<file path="src/cbt_pkg.sv">
// Constants and types shared by the CAN bit timing and time stamp block
// Functional notes
// - One quantum lasts prescale plus one clocks
// - Jump width select gives one to four quanta
// - Bit is sync, segment one, segment two
// - Three clock processing interval after sample point
// - Resynchronise on falling edges, limited by jump
// - Triple sampling takes majority of three clocks
// - Prescale below four forces single sampling
// - Config registers reset zero, upper bits zero
// - Sixteen bit counter stamps stored or sent frames
// - Counter runs on bit clock, stops configuring/sleeping
// - Host reads and writes counter in config/normal
// - Overflow sets both flags; write one clears
// - Four bit stamp prescale multiplies bit period
// - Hold register captures counter on frame success
// - Success defined at end of frame bits
// - Counter and hold clear on reset/mode entry/prescale write
// - Config writes only while change request set
// - Stamp clear bit clears counter, reads zero
package cbt_pkg;
  localparam int CBT_ADDR_W = 8;
  localparam int CBT_DATA_W = 32;
  localparam logic [7:0] OFS_PRESCALE_CFG = 8'h00;
  localparam logic [7:0] OFS_SEGMENT_CFG = 8'h04;
  localparam logic [7:0] OFS_STAMP_VALUE = 8'h08;
  localparam logic [7:0] OFS_STAMP_PRESCALE = 8'h0C;
  localparam logic [7:0] OFS_MASTER_CTRL = 8'h10;
  localparam logic [7:0] OFS_IRQ_FLAGS = 8'h14;
  localparam logic [7:0] OFS_GLOBAL_STATUS = 8'h18;
  localparam logic [7:0] OFS_STAMP_HOLD = 8'h1C;
  localparam int MC_CCR_BIT = 7;
  localparam int MC_SMR_BIT = 6;
  localparam int MC_STAMP_COUNTER_CLEAR_BIT = 1;
  localparam int MC_SRES_BIT = 0;
  localparam int GIF_TSO_BIT = 0;
  localparam int GSR_CCE_BIT = 7;
  localparam int GSR_SMA_BIT = 6;
  localparam int GSR_TSO_BIT = 3;
  localparam logic [7:0] PRESCALE_RST = 8'h00;
  localparam logic [9:0] SEGMENT_RST = 10'h000;
  localparam logic [3:0] STAMP_PRE_RST = 4'h0;
  localparam logic CCR_RST = 1'b1;
  localparam logic SMR_RST = 1'b0;
  localparam int SEG_ONE_LSB = 0;
  localparam int SEG_TWO_LSB = 4;
  localparam int TRIPLE_BIT = 7;
  localparam int JUMP_LSB = 8;
  localparam logic [1:0] IPT_CYCLES = 2'h3;
  localparam logic [7:0] TRIPLE_MIN_PRESCALE = 8'h04;
  typedef enum logic [1:0] {BT_SYNC, BT_SEG1, BT_SEG2} cbt_state_e;
endpackage : cbt_pkg

</file>
<file path="src/cbt_top.sv">
// Register slave, bit timing engine and time stamp control of the CAN block
`timescale 1ns/1ns
module cbt_top (
  input wire logic clk,
  input wire logic sys_rst,
  input wire logic [cbt_pkg::CBT_ADDR_W-1:0] avs_address,
  input wire logic avs_read,
  input wire logic avs_write,
  input wire logic [cbt_pkg::CBT_DATA_W-1:0] avs_writedata,
  input wire logic [3:0] avs_byteenable,
  output logic [cbt_pkg::CBT_DATA_W-1:0] avs_readdata,
  output logic avs_waitrequest,
  input wire logic can_rx,
  input wire logic rx_frame_ok,
  input wire logic tx_frame_ok,
  output logic sample_point_strobe,
  output logic bit_level,
  output logic bit_level_valid,
  output logic bit_start,
  output logic [15:0] mailbox_stamp_value,
  output logic mailbox_stamp_write,
  output logic config_mode,
  output logic sleep_mode,
  output logic global_irq_flag
);
  import cbt_pkg::*;

  // Lane merge for the two low byte lanes that carry register data
  function automatic logic [15:0] merge16(input logic [15:0] old_val,
                                          input logic [31:0] wd,
                                          input logic [3:0] be);
    logic [15:0] res;
    res = old_val;
    if (be[0]) begin
      res[7:0] = wd[7:0];
    end
    if (be[1]) begin
      res[15:8] = wd[15:8];
    end
    return res;
  endfunction : merge16

  // Register state
  logic [7:0] baud_prescale;
  logic [9:0] seg_cfg;
  logic [3:0] stamp_prescale;
  logic config_change_request;
  logic sleep_request;
  logic stamp_overflow_flag;
  logic soft_rst;
  logic ccr_prev;
  logic smr_prev;
  logic [15:0] stamp_counter;
  logic [15:0] stamp_hold;
  logic stamp_ovf;
  logic rx_level;
  logic rx_major;
  logic rx_prev;

  // Bus decode
  wire [CBT_ADDR_W-1:0] word_addr = {avs_address[CBT_ADDR_W-1:2], 2'b00};
  wire wr_take = avs_write && !avs_waitrequest;
  wire rd_take = avs_read && avs_waitrequest;
  wire hit_prescale = (word_addr == OFS_PRESCALE_CFG);
  wire hit_segment = (word_addr == OFS_SEGMENT_CFG);
  wire hit_stamp = (word_addr == OFS_STAMP_VALUE);
  wire hit_stamp_pre = (word_addr == OFS_STAMP_PRESCALE);
  wire hit_master = (word_addr == OFS_MASTER_CTRL);
  wire hit_irq = (word_addr == OFS_IRQ_FLAGS);
  wire hit_status = (word_addr == OFS_GLOBAL_STATUS);
  wire hit_hold = (word_addr == OFS_STAMP_HOLD);
  wire [15:0] master_wr = merge16({8'h00, config_change_request, sleep_request, 6'h00},
                                  avs_writedata, avs_byteenable);
  wire rst_all = sys_rst || soft_rst;

  // Writes to the configuration pair pass only while access is requested
  wire cfg_open = config_change_request;
  wire wr_prescale = wr_take && hit_prescale && cfg_open;
  wire wr_segment = wr_take && hit_segment && cfg_open;
  wire wr_stamp = wr_take && hit_stamp && !sleep_request;
  wire wr_stamp_pre = wr_take && hit_stamp_pre;
  wire wr_master = wr_take && hit_master;
  wire wr_sres = wr_master && avs_byteenable[0] && avs_writedata[MC_SRES_BIT];
  wire wr_stamp_counter_clear = wr_master && avs_byteenable[0] && avs_writedata[MC_STAMP_COUNTER_CLEAR_BIT];
  wire clr_tso = wr_take && hit_irq && avs_byteenable[0] && avs_writedata[GIF_TSO_BIT];

  wire [15:0] next_prescale = merge16({8'h00, baud_prescale}, avs_writedata, avs_byteenable);
  wire [15:0] next_segment = merge16({6'h00, seg_cfg}, avs_writedata, avs_byteenable);
  wire [15:0] next_stamp_pre = merge16({12'h000, stamp_prescale}, avs_writedata,
                                       avs_byteenable);
  wire [15:0] next_stamp_val = merge16(stamp_counter, avs_writedata, avs_byteenable);

  // Read mux; unused upper bits and unmapped words read zero
  wire [15:0] rd_status = {8'h00, config_change_request, sleep_request, 2'b00,
                           stamp_overflow_flag, 3'b000};
  wire [15:0] rd_master = {8'h00, config_change_request, sleep_request, 6'h00};
  wire [15:0] rd_irq = {15'h0000, stamp_overflow_flag};
  wire [15:0] next_readdata =
    hit_prescale ? {8'h00, baud_prescale} :
    hit_segment ? {6'h00, seg_cfg} :
    hit_stamp ? stamp_counter :
    hit_stamp_pre ? {12'h000, stamp_prescale} :
    hit_master ? rd_master :
    hit_irq ? rd_irq :
    hit_status ? rd_status :
    hit_hold ? stamp_hold : 16'h0000;

  // Slave answers with waitrequest low one cycle after the request appears
  always_ff @(posedge clk) begin
    if (sys_rst) begin
      avs_waitrequest <= 1'b1;
      avs_readdata <= 32'h0000_0000;
    end else begin
      avs_waitrequest <= !((avs_read || avs_write) && avs_waitrequest);
      if (rd_take) begin
        avs_readdata <= {16'h0000, next_readdata};
      end
    end
  end

  // Soft reset comes as a pulse one cycle after the write is taken
  always_ff @(posedge clk) begin
    if (sys_rst) begin
      soft_rst <= 1'b0;
    end else begin
      soft_rst <= wr_sres;
    end
  end

  always_ff @(posedge clk) begin
    if (rst_all) begin
      baud_prescale <= PRESCALE_RST;
      seg_cfg <= SEGMENT_RST;
      stamp_prescale <= STAMP_PRE_RST;
      config_change_request <= CCR_RST;
      sleep_request <= SMR_RST;
    end else begin
      if (wr_prescale) begin
        baud_prescale <= next_prescale[7:0];
      end
      if (wr_segment) begin
        seg_cfg <= next_segment[9:0];
      end
      if (wr_stamp_pre) begin
        stamp_prescale <= next_stamp_pre[3:0];
      end
      if (wr_master) begin
        config_change_request <= master_wr[MC_CCR_BIT];
        sleep_request <= master_wr[MC_SMR_BIT];
      end
    end
  end

  // Overflow sets win over a clear in the same cycle
  always_ff @(posedge clk) begin
    if (rst_all) begin
      stamp_overflow_flag <= 1'b0;
    end else if (stamp_ovf) begin
      stamp_overflow_flag <= 1'b1;
    end else if (clr_tso) begin
      stamp_overflow_flag <= 1'b0;
    end
  end

  // Mode entry detection for clearing the stamp logic
  always_ff @(posedge clk) begin
    if (rst_all) begin
      ccr_prev <= CCR_RST;
      smr_prev <= SMR_RST;
    end else begin
      ccr_prev <= config_change_request;
      smr_prev <= sleep_request;
    end
  end

  wire enter_cfg = config_change_request && !ccr_prev;
  wire enter_sleep = sleep_request && !smr_prev;
  wire stamp_clear = rst_all || enter_cfg || enter_sleep || wr_stamp_pre || wr_stamp_counter_clear;
  wire bt_run = !config_change_request && !sleep_request;

  // Bit timing: quantum prescaler and segment sequencer
  cbt_state_e state;
  cbt_state_e next_state;
  logic [7:0] tq_cnt;
  logic [4:0] q_cnt;
  logic [4:0] next_q_cnt;
  logic [5:0] seg1_end;
  logic [5:0] next_seg1_end;
  logic [3:0] seg2_end;
  logic [3:0] next_seg2_end;
  logic resynced;
  logic next_resynced;
  logic restart_tq;
  logic bit_tick;
  logic sp_now;
  logic [1:0] ipt_cnt;

  wire tq_tick = (tq_cnt == baud_prescale);
  wire [5:0] seg1_len = {2'b00, seg_cfg[SEG_ONE_LSB +: 4]} + 6'h01;
  wire [3:0] seg2_len = {1'b0, seg_cfg[SEG_TWO_LSB +: 3]} + 4'h1;
  wire [2:0] jump_len = {1'b0, seg_cfg[JUMP_LSB +: 2]} + 3'h1;
  wire fall = rx_prev && !rx_level;
  wire [5:0] late_err = {1'b0, q_cnt} + 6'h01;
  wire [5:0] late_fix = (late_err > {3'b000, jump_len}) ? {3'b000, jump_len} : late_err;
  wire [3:0] early_left = seg2_end - q_cnt[3:0];
  wire triple_on = seg_cfg[TRIPLE_BIT] && (baud_prescale >= TRIPLE_MIN_PRESCALE);
  wire sample_val = triple_on ? rx_major : rx_level;

  always_comb begin
    next_state = state;
    next_q_cnt = q_cnt;
    next_seg1_end = seg1_end;
    next_seg2_end = seg2_end;
    next_resynced = resynced;
    restart_tq = 1'b0;
    bit_tick = 1'b0;
    sp_now = 1'b0;
    if (!bt_run) begin
      next_state = BT_SYNC;
      next_q_cnt = 5'h00;
      restart_tq = 1'b1;
    end else begin
      case (state)
        BT_SYNC: begin
          if (tq_tick) begin
            next_state = BT_SEG1;
            next_q_cnt = 5'h00;
            next_seg1_end = seg1_len;
            next_seg2_end = seg2_len;
            next_resynced = 1'b0;
          end
        end
        BT_SEG1: begin
          // Late edge lengthens segment one by the error, at most the jump
          if (fall && !resynced) begin
            next_seg1_end = seg1_len + late_fix;
            next_resynced = 1'b1;
          end
          if (tq_tick && ({1'b0, q_cnt} + 6'h01 >= seg1_end)) begin
            next_state = BT_SEG2;
            next_q_cnt = 5'h00;
            sp_now = 1'b1;
          end else if (tq_tick) begin
            next_q_cnt = q_cnt + 5'h01;
          end
        end
        BT_SEG2: begin
          // Early edge shortens segment two; a short remainder restarts the bit
          if (fall && !resynced && (early_left <= {1'b0, jump_len})) begin
            next_state = BT_SEG1;
            next_q_cnt = 5'h00;
            next_seg1_end = seg1_len;
            next_seg2_end = seg2_len;
            restart_tq = 1'b1;
            bit_tick = 1'b1;
          end else if (tq_tick && ({1'b0, q_cnt[3:0]} + 5'h01 >= {1'b0, seg2_end})) begin
            next_state = BT_SYNC;
            next_q_cnt = 5'h00;
            bit_tick = 1'b1;
          end else begin
            if (fall && !resynced) begin
              next_seg2_end = seg2_end - {1'b0, jump_len};
              next_resynced = 1'b1;
            end
            if (tq_tick) begin
              next_q_cnt = q_cnt + 5'h01;
            end
          end
        end
        default: begin
          next_state = BT_SYNC;
          next_q_cnt = 5'h00;
        end
      endcase
    end
  end

  always_ff @(posedge clk) begin
    if (rst_all) begin
      state <= BT_SYNC;
      q_cnt <= 5'h00;
      seg1_end <= 6'h01;
      seg2_end <= 4'h1;
      resynced <= 1'b0;
      tq_cnt <= 8'h00;
      rx_prev <= 1'b1;
    end else begin
      state <= next_state;
      q_cnt <= next_q_cnt;
      seg1_end <= next_seg1_end;
      seg2_end <= next_seg2_end;
      resynced <= next_resynced;
      tq_cnt <= (restart_tq || tq_tick) ? 8'h00 : tq_cnt + 8'h01;
      rx_prev <= rx_level;
    end
  end

  // Sample point, bit level and the processing interval after it
  always_ff @(posedge clk) begin
    if (rst_all) begin
      sample_point_strobe <= 1'b0;
      bit_level <= 1'b1;
      bit_level_valid <= 1'b0;
      bit_start <= 1'b0;
      ipt_cnt <= 2'h0;
    end else begin
      sample_point_strobe <= sp_now;
      bit_start <= bit_tick;
      if (sp_now) begin
        bit_level <= sample_val;
        ipt_cnt <= IPT_CYCLES;
      end else if (ipt_cnt != 2'h0) begin
        ipt_cnt <= ipt_cnt - 2'h1;
      end
      bit_level_valid <= (ipt_cnt == 2'h1) && !sp_now;
    end
  end

  // Frame success pulses come from the protocol engine at the end of frame
  wire stamp_capture = rx_frame_ok || tx_frame_ok;

  cbt_rx_sample u_rx (
    .clk(clk),
    .sys_rst(sys_rst),
    .can_rx(can_rx),
    .rx_level(rx_level),
    .rx_major(rx_major)
  );

  cbt_stamp #(
    .CNT_W(16)
  ) u_stamp (
    .clk(clk),
    .clear(stamp_clear),
    .run(bt_run),
    .bit_tick(bit_tick),
    .prescale(stamp_prescale),
    .load(wr_stamp),
    .load_value(next_stamp_val),
    .capture(stamp_capture),
    .count(stamp_counter),
    .hold(stamp_hold),
    .overflow(stamp_ovf)
  );

  // Mailbox write follows capture by one cycle and carries the counter value from the capture cycle
  always_ff @(posedge clk) begin
    if (rst_all) begin
      mailbox_stamp_write <= 1'b0;
      mailbox_stamp_value <= 16'h0000;
      config_mode <= CCR_RST;
      sleep_mode <= SMR_RST;
      global_irq_flag <= 1'b0;
    end else begin
      mailbox_stamp_write <= stamp_capture && !stamp_clear;
      mailbox_stamp_value <= (stamp_capture && !stamp_clear) ? stamp_counter
                                                               : stamp_hold;
      config_mode <= config_change_request;
      sleep_mode <= sleep_request;
      global_irq_flag <= stamp_overflow_flag || stamp_ovf;
    end
  end
endmodule : cbt_top

</file>
<file path="src/cbt_rx_sample.sv">
// Bus input synchroniser with three clock sample history
`timescale 1ns/1ns
module cbt_rx_sample (
  input wire logic clk,
  input wire logic sys_rst,
  input wire logic can_rx,
  output logic rx_level,
  output logic rx_major
);
  logic meta;
  logic hist1;
  logic hist2;

  // Recessive is the idle level, so the chain resets high
  always_ff @(posedge clk) begin
    if (sys_rst) begin
      meta <= 1'b1;
      rx_level <= 1'b1;
      hist1 <= 1'b1;
      hist2 <= 1'b1;
    end else begin
      meta <= can_rx;
      rx_level <= meta;
      hist1 <= rx_level;
      hist2 <= hist1;
    end
  end

  // Majority of this sample and the two one and two clocks before
  assign rx_major = (rx_level & hist1) | (rx_level & hist2) | (hist1 & hist2);
endmodule : cbt_rx_sample

</file>
<file path="src/cbt_stamp.sv">
// Free running time stamp counter with prescaler and hold register
`timescale 1ns/1ns
module cbt_stamp #(
  parameter int CNT_W = 16
) (
  input wire logic clk,
  input wire logic clear,
  input wire logic run,
  input wire logic bit_tick,
  input wire logic [3:0] prescale,
  input wire logic load,
  input wire logic [CNT_W-1:0] load_value,
  input wire logic capture,
  output logic [CNT_W-1:0] count,
  output logic [CNT_W-1:0] hold,
  output logic overflow
);
  logic [3:0] pre_cnt;
  wire pre_done = (pre_cnt == prescale);
  wire advance = run && bit_tick && pre_done;
  wire at_max = (count == {CNT_W{1'b1}});

  always_ff @(posedge clk) begin
    if (clear) begin
      count <= '0;
      hold <= '0;
      pre_cnt <= 4'h0;
      overflow <= 1'b0;
    end else begin
      overflow <= advance && at_max;
      if (run && bit_tick) begin
        pre_cnt <= pre_done ? 4'h0 : pre_cnt + 4'h1;
      end
      if (load) begin
        count <= load_value;
      end else if (advance) begin
        count <= count + {{(CNT_W-1){1'b0}}, 1'b1};
      end
      if (capture) begin
        hold <= count;
      end
    end
  end
endmodule : cbt_stamp

</file>
<file path="config.mk">
export PLATFORM = sky130hd
export DESIGN_NAME = cbt_top
export DESIGN_NICKNAME = d
export VERILOG_FILES = /design/src/cbt_pkg.sv /design/src/cbt_top.sv /design/src/cbt_rx_sample.sv /design/src/cbt_stamp.sv
export SDC_FILE = /design/constraint.sdc
export NUM_CORES = 1
export LEC_CHECK = 0
export ABC_AREA = 1
export BUFFER_PORTS_ARGS = -buffer_cell sky130_fd_sc_hd__buf_2
export CORE_AREA = 2 2 142 144
export CTS_CLUSTER_DIAMETER = 60
export CTS_CLUSTER_SIZE = 16
export DETAILED_ROUTE_END_ITERATION = 10
export DIE_AREA = 0 0 144 146
export PLACE_DENSITY_LB_ADDON = 0.2
export SLEW_MARGIN = 20
export SYNTH_ARGS = -nofsm -noshare
export SYNTH_HDL_FRONTEND = slang
export SYNTH_SLANG_ARGS = --single-unit
export TNS_END_PERCENT = 30
</file>
<file path="constraint.sdc">
create_clock -name clk -period 3.9 [get_ports clk]
set_clock_uncertainty 0.05 [all_clocks]
set_input_delay 0.195 -clock clk [delete_from_list [all_inputs] [get_ports clk]]
set_output_delay 0.195 -clock clk [all_outputs]
set_load 0.05 [all_outputs]
</file>
* Word-level counts from Yosys, hierarchy flattened
Index checks and enable logic that the tools add are counted.
** Storage, ports and cells
- Register bits after elaboration :: 137
- Bits of input ports :: 51
- Output and inout bits :: 57
- Word-level logic and storage cells :: 210
** Operators by class
- Add/subtract/negate cells :: 13
- Order comparisons :: 5
- Eq/ne operators :: 24
- Multiplexer cells :: 55
- Bitwise logic cells :: 6
- Reduce and logical (&&, ||, !) cells :: 71
** Operator list (number)
- 16-bit two-way mux :: 11
- 1-bit logical AND :: 31
- 5-bit two-way mux :: 5
- 6-bit by 3-bit equality test with 1-bit output, second input constant :: 4
- 6-bit two-way mux :: 4
- 4-bit two-way mux :: 5
- 6-bit case mux with 3 select lines :: 1
- 1-bit two-way mux :: 17
- 16-bit by 1-bit adder with 16-bit output, second input constant :: 1
- 16-bit equality test, second input constant :: 1
- 8-bit two-way mux :: 2
- 2-bit inequality test, second input constant :: 8
- 5-bit case mux with 3 select lines :: 1
- 5-bit AND reduction :: 3
- 2-bit AND reduction :: 7
- 6-bit by 2-bit equality test with 1-bit output, second input constant :: 2
- 2-bit two-way mux :: 6
- 4-bit by 1-bit adder with 5-bit output, second input constant :: 2
- 1-bit zero test :: 10
- 2-bit nonzero test :: 5
- 1-bit logical OR :: 9
- 3-bit inequality test, second input constant :: 3
- 8-bit by 1-bit adder with 8-bit output, second input constant :: 1
- 8-bit equality test :: 1
- 29 further kinds :: 34

* Depth between registers and ports, before layout
- Depth in word-level cells :: 11
- Depth in mapped cells :: 20
- Mapped depth without buffers :: 20

* By module
Synthesis repeated with hierarchy kept, for this count alone.
** Unflattened totals
- Cell total of the unflattened synthesis :: 1079
- Area, all modules :: 7800.0 µm²
** Modules (own cells, without submodules)
- cbt_top :: times used 1, cells an instance 790, area each 5661.7 µm², seq. area each 1921.8 µm²
- cbt_stamp :: times used 1, cells an instance 277, area each 2016.9 µm², seq. area each 740.7 µm²
- cbt_rx_sample :: times used 1, cells an instance 12, area each 121.4 µm², seq. area each 80.1 µm²

* Worst setup path after synthesis
OpenSTA, ideal clock, no wires.
- Path type :: register -> register
- From :: register q_cnt[0]
- To :: register seg1_end[4]
- Setup time :: 64 ps
- Data arrival time :: 2976 ps
- Data required time :: 3786 ps
- Slack :: 810 ps
- Stages on the path, launching flop included :: 18
- Path buffers :: 0
- Period minus slack after synthesis :: 3090 ps
- Path through :: dfxtp_1 -> ha_1 -> xor2_1 -> ha_1 -> inv_1 -> nor2_1 -> o21ai_0 -> nand3_1 -> o21ai_0 -> ha_1 -> inv_1 -> fa_1 -> nor2_1 -> a211oi_1 -> xor2_1 -> o21ai_0 -> o21ai_1 -> nor2_1
** On the way
- Cells in the longest elaborated chain, start to end :: 6
- Elaborated cells on any way between the ends :: 11
- Classes of those cells :: add/sub (3); order compare (2); eq/ne (1); mux (3); reduce/logical (2)
** Ends and longest elaborated chain
- start, declared :: line cbt_top.sv:185 : logic [4:0] q_cnt;
- start signal, assigned :: line cbt_top.sv:289 : q_cnt <= next_q_cnt;
- 5-bit by 1-bit adder with 6-bit output :: line cbt_top.sv:203 : wire [5:0] late_err = {1'b0, q_cnt} + 6'h01;
- 6-bit by 3-bit > comparator with 1-bit output :: line cbt_top.sv:204 : wire [5:0] late_fix = (late_err > {3'b000, jump_len}) ? {3'b000, jump_len} : late_err;
- 6-bit two-way mux :: line cbt_top.sv:204
- 5-bit by 6-bit adder with 6-bit output :: line cbt_top.sv:236 : next_seg1_end = seg1_len + late_fix;
- 6-bit two-way mux :: line cbt_top.sv:235 : if (fall && !resynced) begin
- 6-bit case mux with 3 select lines :: line cbt_top.sv:223 : case (state)
- end signal, assigned :: line cbt_top.sv:290 : seg1_end <= next_seg1_end;
- end, declared :: line cbt_top.sv:187 : logic [5:0] seg1_end;
Parallel ways exist; a longest one is shown, timed or not. The select of a mux whose other input is x is not followed.
A chain may end at the register's enable or synchronous reset.

* Worst setup path after layout
Ends and elaborated chain as after synthesis.

==> out/summary.txt <==
# DRC - 0
Hold Violations, Final - 0
H-tree lvl count - 4
fin. max-slew vios - 0
#FFs+latches synth - 137
setup TNS - 0 ns
worst reg-to-reg setup slack - 0.48 ns
Post-synth EDFFs - 0
post-cts resize count - 0
initial drt markers - 516
WP data required - 4.21 ns
post-synth top area cell - dfxtp_1
IO Port Bufs - 71
DIE AREA - 21,000 µm²
total track usage - 0.209
initial core utilization - 0.386
critical path's top delay family - adder cells
syn avg cell area - 7.11 µm²
CTS Buffer Depth - 2
CTS buffer count - 17
WP depth - 16
Synth cell types - 48
RSZ-0062 raised after global routing - false
I/O pin cnt - 108
fin cells - 1,406
CP endpoint kind - flop
Max stage delay cell, worst path - dfxtp_1
Power per Cell Area - 389 nW/µm²
measured slew at the worst slew-check pin - 0.812 ns
vias in the first global route - 6,390
Via Count - 6,888
Achievable Freq - 293 MHz
Placed Instances - 1,370
top-area cell type share of the netlist area - 0.367
P_leak - 3.86 nW
Synth Cell Area - 7460 µm²
Worst-path clk slew - 0.06 ns
share of cells above drive strength 1 - 0.138
critical path buffer and inverter count - 1
max incr delay on CP - 0.51 ns
Post-layout nets - 1,222
post-DR vias/cell - 4.90
post-DP HPWL - 15,900 µm
total gr overflow - 0
pin count of the biggest net entering global routing - 33
CTS tree - built
worst skew pair latency - 0.43 ns
drt wl/cell - 15.1 µm
setup slack after layout - 0.484 ns
Slew headroom - 0.457
r2r worst-path depth - 16
# rows - 51
Final ANT Viol Nets - 0
drt first pass iters - 5
Final setup viols - 0
register area share after synthesis - 0.367
TritonCTS Sinks - 137
maximum vdd drop - 0.314 mV
placer's final routability congestion estimate - 0.856
Max Cap Viol - 0
Layout Area Growth over Synthesis - 16.4%
Core Box Area - 19,300 µm²
kind of critical path - reg -> reg
highest-count cells in the layout ignoring fill and taps - 247 x nand2_1, 137 x dfxtp_1, 118 x inv_1
Ys Warns - 0
Post-Synthesis Cells - 1,050
crit path launch type - flop
FF-to-FF Start - q_cnt[0]
die height - 146 µm
clock root cell - clkbuf_16
Tcrit/Tclk final - 0.876
Synth Flop Type - dfxtp_1
Post-synth ARST share - 0
first-pass GRT wire length - 34,100 µm
# diodes - 0
crit-path max FO - 8
reg-to-reg endpoint - seg1_end[4]
crit path time final - 3.42 ns
Total Wirelength - 21,200 µm
worst hold path class - in -> reg
CP Launch Point - q_cnt[0]
most common cell after layout, fill and taps aside - nand2_1
initial antenna violation count - 0
chip width - 144 µm
synth top area cells - dfxtp_1 37%, nand2_1 12%, ha_1 6.7%
outcome - finished, final reports clean
crit path DAT - 3.73 ns
critical path cell sequence - ha_1 > ha_1 > a21oi_1 > nor2_1 > o21ai_0 > nand3_1 > o21ai_0 > ha_1 > inv_1 > fa_1 > nor2_1 > a211oi_1 > xor2_1 > o21ai_0 > o21ai_1 > nor2_1
Critical Path End - seg1_end[4]
DP Worst Slack - 0.512 ns
==> per-layer routing <==
layer	track usage	vias to the layer above	part of all wire
li1	-	3559	-
met1	0.282	3134	0.46
met2	0.345	176	0.48
met3	0.0411	19	0.051
met4	0.0471	0	0.010
met5	0	-	0
==> area by class of cell <==
cell class | count | area (µm²)
fillers | 2022 | 10600
well taps | 265 | 332
clock buffers | 20 | 457
repair buffers | 82 | 448
inverters | 133 | 499
flip-flops and latches | 137 | 2740
clock inverters | 12 | 165
multi-input cells | 757 | 4050
==> power breakdown <==
group | internal (mW) | switching [mW] | leakage (nW)
logic | 0.0602 | 0.187 | 2.46
registers | 1.42 | 0.00968 | 1.11
clock network | 1.05 | 0.655 | 0.293
==> worst min path at each step <==
stage,start,to,slack [ns],depth (start not counted)
global route,avs_writedata[2],baud_prescale[2],0.03,3
CTS,sys_rst,config_mode,0.03,3
global placement,can_rx,u_rx.meta,0.33,2
finish,sys_rst,config_mode,0.03,3
floorplan,can_rx,u_rx.meta,0.25,1
detailed placement,can_rx,u_rx.meta,0.33,2
==> logic make-up (layout without fill, tap and decap cells) <==
kind of cell / after synthesis / after routing / share of synthesized area
AND/OR/NAND/NOR: 449 / 449 / 0.263
XOR/XNOR: 29 / 29 / 0.0340
flip-flops: 137 / 137 / 0.367
other: 1 / 18 / 0.000502
buffers and inverters: 173 / 247 / 0.0989
AO/OA/AOI/OAI: 218 / 218 / 0.161
adder cells (fa/ha/maj): 43 / 43 / 0.0751
==> cell usage after synthesis, drive strengths merged (5+ instances only) <==
cell type / n
nand2: 253
dfxtp: 137
inv: 129
a21oi: 107
nor2: 93
o21ai: 82
nand3: 66
ha: 40
buf: 26
xor2: 26
clkbuf: 14
nand4: 13
nor3: 9
o211ai: 8
nand3b: 5
==> sequential cells by signal, summed over array words and instances, names as in the netlist, 2 cells and up <==
signal,count
avs_readdata,16
baud_prescale,8
ipt_cnt,2
mailbox_stamp_value,16
q_cnt,5
seg1_end,6
seg2_end,4
seg_cfg,10
stamp_prescale,4
state,2
tq_cnt,8
u_stamp.count,16
u_stamp.hold,16
u_stamp.pre_cnt,4
==> tightest hold or removal path, stage by stage <==
cell	delay (ns)
buf_2	0.15
nor2_2	0.08
nand2_1	0.05
==> stage by stage <==
stage | hold WS [ns] | power [mW] | util | area (µm²)
after floorplan | 0.249 | 1.65 | - | 7530
after global placement | 0.329 | 1.70 | 0.415 | 8030
after detailed placement | 0.332 | 1.71 | 0.415 | 8030
after CTS | 0.0288 | 3.41 | 0.449 | 8690
after global routing | 0.0305 | 3.50 | 0.449 | 8690
final | 0.0298 | 3.38 | 0.449 | 8690
==> timing repair <==
| action | in CTS | in global routing |
|---|---|---|
| hold buffers | 4 | 0 |
| endpoints found under the hold margin | 3 | 0 |
| setup buffers | 0 | 0 |
(Power assumes the default switching activity.)
